$ cat config.mk
export PLATFORM = sky130hd
export DESIGN_NAME = offset_trim
export DESIGN_NICKNAME = d
export VERILOG_FILES = /design/src/trim_pkg.sv /design/src/offset_trim.sv /design/src/nvm_backup.sv
export SDC_FILE = /design/constraint.sdc
export NUM_CORES = 1
export LEC_CHECK = 0
export ABC_AREA = 1
export BUFFER_PORTS_ARGS = -buffer_cell sky130_fd_sc_hd__buf_2
export CORE_ASPECT_RATIO = 1.4
export CORE_MARGIN = 2
export CORE_UTILIZATION = 50
export DETAILED_ROUTE_END_ITERATION = 7
export GPL_TIMING_DRIVEN = 0
export PLACE_DENSITY = 0.66
export REMOVE_ABC_BUFFERS = 1
export SLEW_MARGIN = 20
export SYNTH_ARGS = -nofsm -noshare
export SYNTH_HDL_FRONTEND = slang
export SYNTH_SLANG_ARGS = --single-unit
$ cat constraint.sdc
create_clock -name clk -period 13.3 [get_ports clk]
set_input_delay 2.66 -clock clk [delete_from_list [all_inputs] [get_ports clk]]
set_output_delay 2.66 -clock clk [all_outputs]
set_load 0.02 [all_outputs]
$ cat src/trim_pkg.sv
package trim_pkg;

  // ----------------------------------------------------------------
  // Register offsets
  // ----------------------------------------------------------------
  localparam logic [7:0] ADDR_NVM_CTRL   = 8'h33;
  localparam logic [7:0] ADDR_TRIM_CTRL  = 8'h36;
  localparam logic [7:0] ADDR_TRIM_PARAM = 8'h37;
  localparam logic [7:0] ADDR_X_TRIM     = 8'h38;
  localparam logic [7:0] ADDR_Y_TRIM     = 8'h39;
  localparam logic [7:0] ADDR_Z_TRIM     = 8'h3a;
  localparam logic [7:0] ADDR_GEN_0      = 8'h3b;
  localparam logic [7:0] ADDR_GEN_1      = 8'h3c;

  // ----------------------------------------------------------------
  // Field positions
  // ----------------------------------------------------------------
  localparam int NVM_UNLOCK_BIT  = 0;
  localparam int NVM_PROG_BIT    = 1;
  localparam int NVM_READY_BIT   = 2;
  localparam int NVM_RELOAD_BIT  = 3;
  localparam int NVM_REMAIN_LSB  = 4;
  localparam int FAST_DONE_BIT   = 4;
  localparam int FAST_TRIG_LSB   = 5;
  localparam int TRIM_CLEAR_BIT  = 7;
  localparam int CUT_OFF_BIT     = 0;
  localparam int TARGET_X_LSB    = 1;
  localparam int TARGET_Y_LSB    = 3;
  localparam int TARGET_Z_LSB    = 5;

  // ----------------------------------------------------------------
  // Reset values, sizes and arithmetic constants
  // ----------------------------------------------------------------
  localparam int         IMAGE_BYTES   = 5;
  localparam logic [3:0] REMAIN_INIT   = 4'hf;
  localparam logic [7:0] TRIM_RESET    = 8'h00;
  localparam logic [2:0] HP_EN_RESET   = 3'h0;
  localparam logic [7:0] PARAM_RESET   = 8'h00;
  localparam int         FRAC_BITS     = 16;
  localparam int         WIDEN_SHIFT   = 5;
  localparam int         FAST_SAMPLES  = 16;
  localparam logic [3:0] FAST_LAST     = 4'hf;
  localparam int         FAST_SHIFT    = 4;
  localparam logic signed [13:0] ONE_G = 14'sd4096;
  localparam logic [4:0] HP_SHIFT_MAX  = 5'd16;
  localparam logic [4:0] HP_SHIFT_RAW  = 5'd9;
  localparam logic [4:0] HP_CUT_STEP   = 5'd3;

  // ----------------------------------------------------------------
  // Timing
  // ----------------------------------------------------------------
  localparam int CLK_PERIOD_NS    = 5;
  localparam int NVM_LOAD_NS      = 1000;
  localparam int NVM_PROG_NS      = 5000000;
  localparam int NVM_LOAD_CYCLES  = (NVM_LOAD_NS + CLK_PERIOD_NS - 1) / CLK_PERIOD_NS;
  localparam int NVM_PROG_CYCLES  = (NVM_PROG_NS + CLK_PERIOD_NS - 1) / CLK_PERIOD_NS;

  // ----------------------------------------------------------------
  // Types
  // ----------------------------------------------------------------
  typedef struct packed {
    logic signed [13:0] x;
    logic signed [13:0] y;
    logic signed [13:0] z;
  } axes_t;

  typedef logic [IMAGE_BYTES-1:0][7:0] image_t;

  // ----------------------------------------------------------------
  // Shared arithmetic
  // ----------------------------------------------------------------
  // Clamp a wide sum into the 14-bit output word
  function automatic logic signed [13:0] sat14(input logic signed [17:0] v);
    if (v > 18'sd8191) return 14'sd8191;
    else if (v < -18'sd8192) return -14'sd8192;
    else return v[13:0];
  endfunction : sat14

  // 8-bit register view to 14-bit internal value
  function automatic logic signed [13:0] widen14(input logic [7:0] b);
    return {b[7], b, 5'h00};
  endfunction : widen14

  // 14-bit internal value to 8-bit register view, saturated
  function automatic logic [7:0] narrow8(input logic signed [13:0] v);
    logic signed [13:0] s;
    s = v >>> WIDEN_SHIFT;
    if (s > 14'sd127) return 8'h7f;
    else if (s < -14'sd128) return 8'h80;
    else return s[7:0];
  endfunction : narrow8

endpackage : trim_pkg

$ cat src/offset_trim.sv
// Decided for this implementation: the plain strobed port.
`timescale 1ns/100ps
module offset_trim #(
  parameter int PROG_CYCLES = trim_pkg::NVM_PROG_CYCLES
) (
  input  wire logic           clk,
  input  wire logic           srst,
  input  wire logic [7:0]     reg_addr,
  input  wire logic [7:0]     reg_wdata,
  input  wire logic           reg_wr,
  input  wire logic           reg_rd,
  output logic [7:0]          reg_rdata,
  input  wire logic [4:0]     bw_code,
  input  wire trim_pkg::axes_t raw_in,
  input  wire logic           raw_valid,
  input  wire trim_pkg::axes_t filt_in,
  input  wire logic           filt_valid,
  output trim_pkg::axes_t     raw_out,
  output logic                raw_out_valid,
  output trim_pkg::axes_t     filt_out,
  output logic                filt_out_valid
);
  import trim_pkg::*;

  localparam int ACC_W = 14 + FRAC_BITS;

  typedef enum {F_IDLE, F_RUN} fast_state_t;

  // ----------------------------------------------------------------
  // Helpers
  // ----------------------------------------------------------------
  function automatic logic signed [13:0] axis_of(input axes_t a, input int i);
    if (i == 0) return a.x;
    else if (i == 1) return a.y;
    else return a.z;
  endfunction : axis_of

  function automatic logic signed [13:0] target_of(input logic [1:0] t);
    case (t)
      2'b01:   return ONE_G;
      2'b10:   return -ONE_G;
      default: return 14'sd0;
    endcase
  endfunction : target_of

  // Approximate high-pass step as a shift; one step per raw sample
  function automatic logic [4:0] hp_shift(input logic [4:0] bw, input logic cut);
    logic [4:0] s;
    if (bw[4]) s = HP_SHIFT_RAW;
    else if (!bw[3]) s = HP_SHIFT_MAX;
    else s = HP_SHIFT_MAX - {2'b00, bw[2:0]};
    if (cut) s = s - HP_CUT_STEP;
    return s;
  endfunction : hp_shift

  // ----------------------------------------------------------------
  // State
  // ----------------------------------------------------------------
  logic signed [ACC_W-1:0] acc_q [3];
  logic signed [ACC_W-1:0] acc_d [3];
  logic [7:0]              trim_reg_q [3];
  logic [7:0]              trim_reg_d [3];
  logic [7:0]              gen_q [2];
  logic [2:0]              hp_en_q;
  logic [7:0]              param_q;
  logic                    unlock_q;
  fast_state_t             fast_q;
  logic [1:0]              fast_axis_q;
  logic [3:0]              fast_cnt_q;
  logic signed [17:0]      fast_sum_q;
  logic signed [13:0]      trim14 [3];
  logic signed [13:0]      corr_raw [3];
  logic                    wr_nvm, wr_ctrl, wr_param;
  logic                    trim_clear, fast_start, fast_done;
  logic signed [17:0]      fast_sum_final;
  logic signed [13:0]      fast_value;
  logic                    load_req, prog_req, load_done, load_busy, prog_busy;
  logic                    nvm_ready, fast_ready;
  image_t                  image_out;
  logic [3:0]              remain;
  logic [4:0]              hp_s;

  // ----------------------------------------------------------------
  // Register write decode
  // ----------------------------------------------------------------
  assign wr_nvm     = reg_wr && reg_addr == ADDR_NVM_CTRL;
  assign wr_ctrl    = reg_wr && reg_addr == ADDR_TRIM_CTRL;
  assign wr_param   = reg_wr && reg_addr == ADDR_TRIM_PARAM;
  assign trim_clear = wr_ctrl && reg_wdata[TRIM_CLEAR_BIT];
  // A trigger of 00 starts nothing; a request while busy is dropped
  assign fast_start = wr_ctrl && reg_wdata[FAST_TRIG_LSB +: 2] != 2'b00 && fast_q == F_IDLE;
  // Reload refused while the store is busy, to avoid tearing a write
  assign load_req   = wr_nvm && reg_wdata[NVM_RELOAD_BIT] && !load_busy && !prog_busy;
  // Trigger counts only if unlock was already set and stays set
  assign prog_req   = wr_nvm && reg_wdata[NVM_PROG_BIT] && reg_wdata[NVM_UNLOCK_BIT]
                      && unlock_q && !load_busy && !prog_busy;
  assign nvm_ready  = !load_busy && !prog_busy;
  assign fast_ready = fast_q == F_IDLE;
  assign hp_s       = hp_shift(bw_code, param_q[CUT_OFF_BIT]);

  // Backing store; a reset starts a reload by itself
  nvm_backup #(
    .LOAD_CYCLES (NVM_LOAD_CYCLES),
    .PROG_CYCLES (PROG_CYCLES)
  ) u_nvm (
    .clk       (clk),
    .srst      (srst),
    .load_req  (load_req),
    .prog_req  (prog_req),
    .image_in  ({gen_q[1], gen_q[0], trim_reg_q[2], trim_reg_q[1], trim_reg_q[0]}),
    .load_done (load_done),
    .load_busy (load_busy),
    .prog_busy (prog_busy),
    .image_out (image_out),
    .remain    (remain)
  );

  // ----------------------------------------------------------------
  // Correction of both streams
  // ----------------------------------------------------------------
  always_comb begin
    for (int i = 0; i < 3; i++) begin
      trim14[i]   = acc_q[i][ACC_W-1 -: 14];
      corr_raw[i] = sat14(18'(axis_of(raw_in, i)) + 18'(trim14[i]));
    end
  end

  // Same trim on filtered data as on raw data
  always_ff @(posedge clk) begin
    if (srst) begin
      raw_out        <= '0;
      filt_out       <= '0;
      raw_out_valid  <= 1'b0;
      filt_out_valid <= 1'b0;
    end else begin
      raw_out_valid  <= raw_valid;
      filt_out_valid <= filt_valid;
      if (raw_valid) raw_out <= '{corr_raw[0], corr_raw[1], corr_raw[2]};
      if (filt_valid) begin
        filt_out.x <= sat14(18'(filt_in.x) + 18'(trim14[0]));
        filt_out.y <= sat14(18'(filt_in.y) + 18'(trim14[1]));
        filt_out.z <= sat14(18'(filt_in.z) + 18'(trim14[2]));
      end
    end
  end

  // ----------------------------------------------------------------
  // Fast compensation
  // ----------------------------------------------------------------
  assign fast_done      = fast_q == F_RUN && raw_valid && fast_cnt_q == FAST_LAST;
  assign fast_sum_final = fast_sum_q + 18'(axis_of(raw_in, int'(fast_axis_q) - 1));
  assign fast_value     = sat14(18'(target_of(param_q[TARGET_X_LSB + 2 * (int'(fast_axis_q) - 1) +: 2]))
                                - (fast_sum_final >>> FAST_SHIFT));

  always_ff @(posedge clk) begin
    if (srst) begin
      fast_q      <= F_IDLE;
      fast_axis_q <= 2'b00;
      fast_cnt_q  <= 4'h0;
      fast_sum_q  <= '0;
    end else begin
      case (fast_q)
        F_IDLE: begin
          if (fast_start) begin
            fast_q      <= F_RUN;
            fast_axis_q <= reg_wdata[FAST_TRIG_LSB +: 2];
            fast_cnt_q  <= 4'h0;
            fast_sum_q  <= '0;
          end
        end
        F_RUN: begin
          if (raw_valid) begin
            fast_sum_q <= fast_sum_final;
            fast_cnt_q <= fast_cnt_q + 1'b1;
            if (fast_done) fast_q <= F_IDLE;
          end
        end
        default: fast_q <= F_IDLE;
      endcase
    end
  end

  // ----------------------------------------------------------------
  // Trim values: internal accumulator and visible register
  // ----------------------------------------------------------------
  // Priority: clear, reload, software write, fast result, high-pass step
  always_comb begin
    for (int i = 0; i < 3; i++) begin
      acc_d[i]      = acc_q[i];
      trim_reg_d[i] = trim_reg_q[i];
      if (trim_clear) begin
        acc_d[i]      = '0;
        trim_reg_d[i] = TRIM_RESET;
      end else if (load_done) begin
        trim_reg_d[i] = image_out[i];
        acc_d[i]      = {widen14(image_out[i]), {FRAC_BITS{1'b0}}};
      end else if (reg_wr && reg_addr == ADDR_X_TRIM + 8'(i)) begin
        trim_reg_d[i] = reg_wdata;
        acc_d[i]      = {widen14(reg_wdata), {FRAC_BITS{1'b0}}};
      end else if (fast_done && int'(fast_axis_q) == i + 1) begin
        acc_d[i]      = {fast_value, {FRAC_BITS{1'b0}}};
        trim_reg_d[i] = narrow8(fast_value);
      end else if (raw_valid && hp_en_q[i] && fast_q == F_IDLE) begin
        // Fraction bits keep the slow drift from stalling at small steps
        acc_d[i]      = acc_q[i] - ({{(ACC_W-14){corr_raw[i][13]}}, corr_raw[i]}
                                    <<< (5'(FRAC_BITS) - hp_s));
        trim_reg_d[i] = narrow8(acc_d[i][ACC_W-1 -: 14]);
      end
    end
  end

  always_ff @(posedge clk) begin
    for (int i = 0; i < 3; i++) begin
      if (srst) begin
        acc_q[i]      <= '0;
        trim_reg_q[i] <= TRIM_RESET;
      end else begin
        acc_q[i]      <= acc_d[i];
        trim_reg_q[i] <= trim_reg_d[i];
      end
    end
  end

  // General-purpose bytes: plain storage with backup
  always_ff @(posedge clk) begin
    for (int i = 0; i < 2; i++) begin
      if (srst) gen_q[i] <= 8'h00;
      else if (load_done) gen_q[i] <= image_out[3 + i];
      else if (reg_wr && reg_addr == ADDR_GEN_0 + 8'(i)) gen_q[i] <= reg_wdata;
    end
  end

  // ----------------------------------------------------------------
  // Control registers
  // ----------------------------------------------------------------
  always_ff @(posedge clk) begin
    if (srst) begin
      hp_en_q  <= HP_EN_RESET;
      param_q  <= PARAM_RESET;
      unlock_q <= 1'b0;
    end else begin
      if (wr_ctrl) hp_en_q <= reg_wdata[2:0];
      if (wr_param) param_q <= reg_wdata;
      if (wr_nvm) unlock_q <= reg_wdata[NVM_UNLOCK_BIT];
    end
  end

  // Read data one cycle after the strobe; unmapped reads as zero
  always_ff @(posedge clk) begin
    if (srst) begin
      reg_rdata <= 8'h00;
    end else if (reg_rd) begin
      case (reg_addr)
        ADDR_NVM_CTRL:   reg_rdata <= {remain, 1'b0, nvm_ready, 1'b0, unlock_q};
        ADDR_TRIM_CTRL:  reg_rdata <= {3'b000, fast_ready, 1'b0, hp_en_q};
        ADDR_TRIM_PARAM: reg_rdata <= param_q;
        ADDR_X_TRIM:     reg_rdata <= trim_reg_q[0];
        ADDR_Y_TRIM:     reg_rdata <= trim_reg_q[1];
        ADDR_Z_TRIM:     reg_rdata <= trim_reg_q[2];
        ADDR_GEN_0:      reg_rdata <= gen_q[0];
        ADDR_GEN_1:      reg_rdata <= gen_q[1];
        default:         reg_rdata <= 8'h00;
      endcase
    end else begin
      reg_rdata <= 8'h00;
    end
  end
endmodule : offset_trim

$ cat src/nvm_backup.sv
`timescale 1ns/100ps
// Non-volatile backing store for the five image bytes
module nvm_backup #(
  parameter int LOAD_CYCLES = trim_pkg::NVM_LOAD_CYCLES,
  parameter int PROG_CYCLES = trim_pkg::NVM_PROG_CYCLES
) (
  input  wire logic            clk,
  input  wire logic            srst,
  input  wire logic            load_req,
  input  wire logic            prog_req,
  input  wire trim_pkg::image_t image_in,
  output logic                 load_done,
  output logic                 load_busy,
  output logic                 prog_busy,
  output trim_pkg::image_t     image_out,
  output logic [3:0]           remain
);
  import trim_pkg::*;

  localparam int CNT_W = $clog2(PROG_CYCLES + LOAD_CYCLES + 1);

  typedef enum {NV_LOAD, NV_IDLE, NV_PROG} nv_state_t;

  nv_state_t        state_q;
  logic [CNT_W-1:0] cnt_q;
  // Content survives the synchronous reset; only power-up clears it
  image_t           store_q  = '0;
  logic [3:0]       remain_q = REMAIN_INIT;

  // ----------------------------------------------------------------
  // Sequencer: reset always begins with an image load
  // ----------------------------------------------------------------
  always_ff @(posedge clk) begin
    if (srst) begin
      state_q <= NV_LOAD;
      cnt_q   <= '0;
    end else begin
      case (state_q)
        NV_IDLE: begin
          cnt_q <= '0;
          if (prog_req) state_q <= NV_PROG;
          else if (load_req) state_q <= NV_LOAD;
        end
        NV_LOAD: begin
          cnt_q <= cnt_q + 1'b1;
          if (cnt_q == CNT_W'(LOAD_CYCLES - 1)) state_q <= NV_IDLE;
        end
        NV_PROG: begin
          cnt_q <= cnt_q + 1'b1;
          if (cnt_q == CNT_W'(PROG_CYCLES - 1)) state_q <= NV_IDLE;
        end
        default: state_q <= NV_IDLE;
      endcase
    end
  end

  // Whole content captured at the start of a write
  always_ff @(posedge clk) begin
    if (!srst && state_q == NV_IDLE && prog_req) begin
      store_q <= image_in;
      if (remain_q != 4'h0) remain_q <= remain_q - 1'b1;
    end
  end

  assign load_busy = (state_q == NV_LOAD);
  assign prog_busy = (state_q == NV_PROG);
  assign load_done = load_busy && cnt_q == CNT_W'(LOAD_CYCLES - 1);
  assign image_out = store_q;
  assign remain    = remain_q;

endmodule : nvm_backup

==> impl_metrics.toml <==
[timing]
worst_pin_slew_ns = 1.11
min_period_over_period = 0.713
hold_slack_ns = 0.430
finalHoldViolCount = 0
rsz0062_at_grt = "false"
slew_headroom = 0.254
setup_viol = 0
skew_ns = 0.0178
fin_crit_ns = 9.48
max_freq_ghz = 0.105
drv_slew = 0

[die]
core_area_um2 = 54200
start_util = 0.505
die_w_um = 202
die_h_um = 281
rows = 101
dieArea_um2 = 56600
io_pins = 205

[layout]
layout_commonest_cell = "nand2_1"
fin_area_um2 = 30500
nets = 4661
area_growth_pct = 11.6
drive_above_1_share = 0.0990
post-route-util = 0.563
final_cell_mix = "nand2_1, inv_1, a21oi_1"

[placed_design]
dp_hpwl_mm = 82.0
port_buffers = 204
place_congestion = 0.993
post_dp_cell_area_um2 = 29300

[detailed_routing]
viasPerCell = 5.75
avgRoutedWirePerCell_um = 20.2
drc = 0
drt_iter0_drc = 2156
firstDrtPassIters = 6
dr_total_vias = 29300
antenna_left = 0
routed_wl_mm = 103

[grt]
grt_max_degree = 82
grt.total_usage = 0.354
grt_pass1_vias = 27800
grt-ovfl-total = 0
grt_pass1_wl_mm = 155
antenna_found_initial = 5

[synthesis]
syn-cell-area_um2 = 27400
ys_ff_latch = 327
yosysTopAreaCellShare = 0.195
yosysTopAreaCell = "dfxtp_1"
synth-edff-count = 60
async_flop_share = 0
yosysUniqueCellTypes = 65
synthTopCellsByArea = "dfxtp_1, nand2_1, ha_1"
ys_seq_area_frac = 0.261
ys.flop_type = "dfxtp_1"
ys_warn_count = 0
syn_inst = 4207
avgSynthCellArea_um2 = 6.50

[setup_path]
critPathSlowestCell = "ha_2"
crit_top_cell = "nand2_1"
cp.required_ns = 13.82
worstSetupEndpointType = "flip-flop"
path_class = "in2reg"
critPathLaunchType = "input port"
crit_fanout = 49
cpPeakStageDelay_ns = 0.80
arrival_ns = 10.00

[clocking]
cts_resized = 0
hold_buffers = 0
clockBufferDepth = 3
clk_pin_slew_worst_paths_ns = 0.06
clock_sinks = 327
htreeDepth = 2
cts_tree = "built"
cts_setup_buffers = 0
numCtsBuffers = 38
clk_latency_ns = 0.60
cts_root_buffer = "clkbuf_16"

[power_and_ir_drop]
ir_worst_vdd_v = 0.0000958
p_total_mw = 3.13
power_density_nw_per_um2 = 102
leakagePower_nw = 14.7

[flow_run]
maxCapViolCount = 0

[min_path]
hold_path_class = "reg2reg"

[outcome]
status = "finished, final reports clean"
cell type report:
cell class / instances / area, um^2
tap: 721 / 902
multi-input combinational: 3268 / 18000
clock buffer: 51 / 1040
timing repair buffer: 233 / 1500
clock inverter: 19 / 231
antenna: 3 / 7.51
inverter: 467 / 1760
sequential: 327 / 7150
fill: 5528 / 23700
synthesized netlist by cell type (all sizes together), types with 41 or more instances:
library cell	count
o21ai	432
edfxtp	60
clkbuf	104
dfxtp	267
xor2	71
nor2	325
inv	457
buf	41
nand2	1016
nor3	61
xnor2	42
or2	45
a21oi	433
nand3	338
ha	205
routing by layer:
metal | track usage | up-vias | part of all wire
met2 | 0.642 | 1029 | 0.49
li1 | - | 14500 | -
met3 | 0.0507 | 320 | 0.056
met1 | 0.383 | 13400 | 0.38
met5 | 0 | - | 0.00011
met4 | 0.238 | 2 | 0.074
power by group:
group	internal, mW	total (mW)	switching (mW)
combinational	0.304	0.972	0.668
sequential	1.03	1.05	0.0154
clock	0.620	1.11	0.487
total	1.96	3.13	1.17
worst max-delay path: cells and delay by family:
family	cells	cell delay [ns]
buf+inv	6	1.33
simple gates	11	1.24
fa+ha+maj	2	1.16
compound gates	10	2.81
xor+xnor	2	0.74
cell families (layout without fill, tap and decap cells):
kind of cell	count (synthesis)	count (layout)	synth area share
XOR/XNOR	113	113	0.0374
buffers and inverters	612	770	0.0863
multiplexers	10	10	0.00366
AO/OA/AOI/OAI	1062	1062	0.215
other	0	3	0
adder cells (fa/ha/maj)	215	215	0.101
AND/OR/NAND/NOR	1868	1868	0.295
flip-flops	327	327	0.261
final timing paths:
check,startpoint,to,slack (ns),depth (start not counted)
min reg2reg,trim_reg_q[1][7]$_SDFFE_PP0P_,u_nvm.image_out[15]$_DFFE_PP_,0.43,0
min,trim_reg_q[1][7]$_SDFFE_PP0P_,u_nvm.image_out[15]$_DFFE_PP_,0.43,0
max,bw_code[0],trim_reg_q[2][1]$_SDFFE_PP0P_,3.82,31
max reg2reg,param_q[0]$_SDFFE_PP0P_,trim_reg_q[2][1]$_SDFFE_PP0P_,5.79,28
flip-flops by register name, summed over array words and instances (netlist names), 2 cells and up:
name / flops
raw_out: 42
u_nvm.remain: 4
u_nvm.cnt_q: 20
fast_axis_q: 2
gen_q: 16
u_nvm.state_q: 2
filt_out: 42
reg_rdata: 8
hp_en_q: 3
fast_cnt_q: 4
acc_q: 90
trim_reg_q: 24
u_nvm.image_out: 40
fast_sum_q: 18
param_q: 8
metrics by stage:
step                      cells  setup slack (ns)  TNS, ns
after global placement     4987             -4.30  -325.19
after floorplan            4062              2.17        0
after CTS                  5086              3.95        0
after detailed placement   5016              3.34        0
after global routing       5088              3.25        0
final                      5089              3.82        0
No activity file was read; power rests on OpenSTA's default activity.
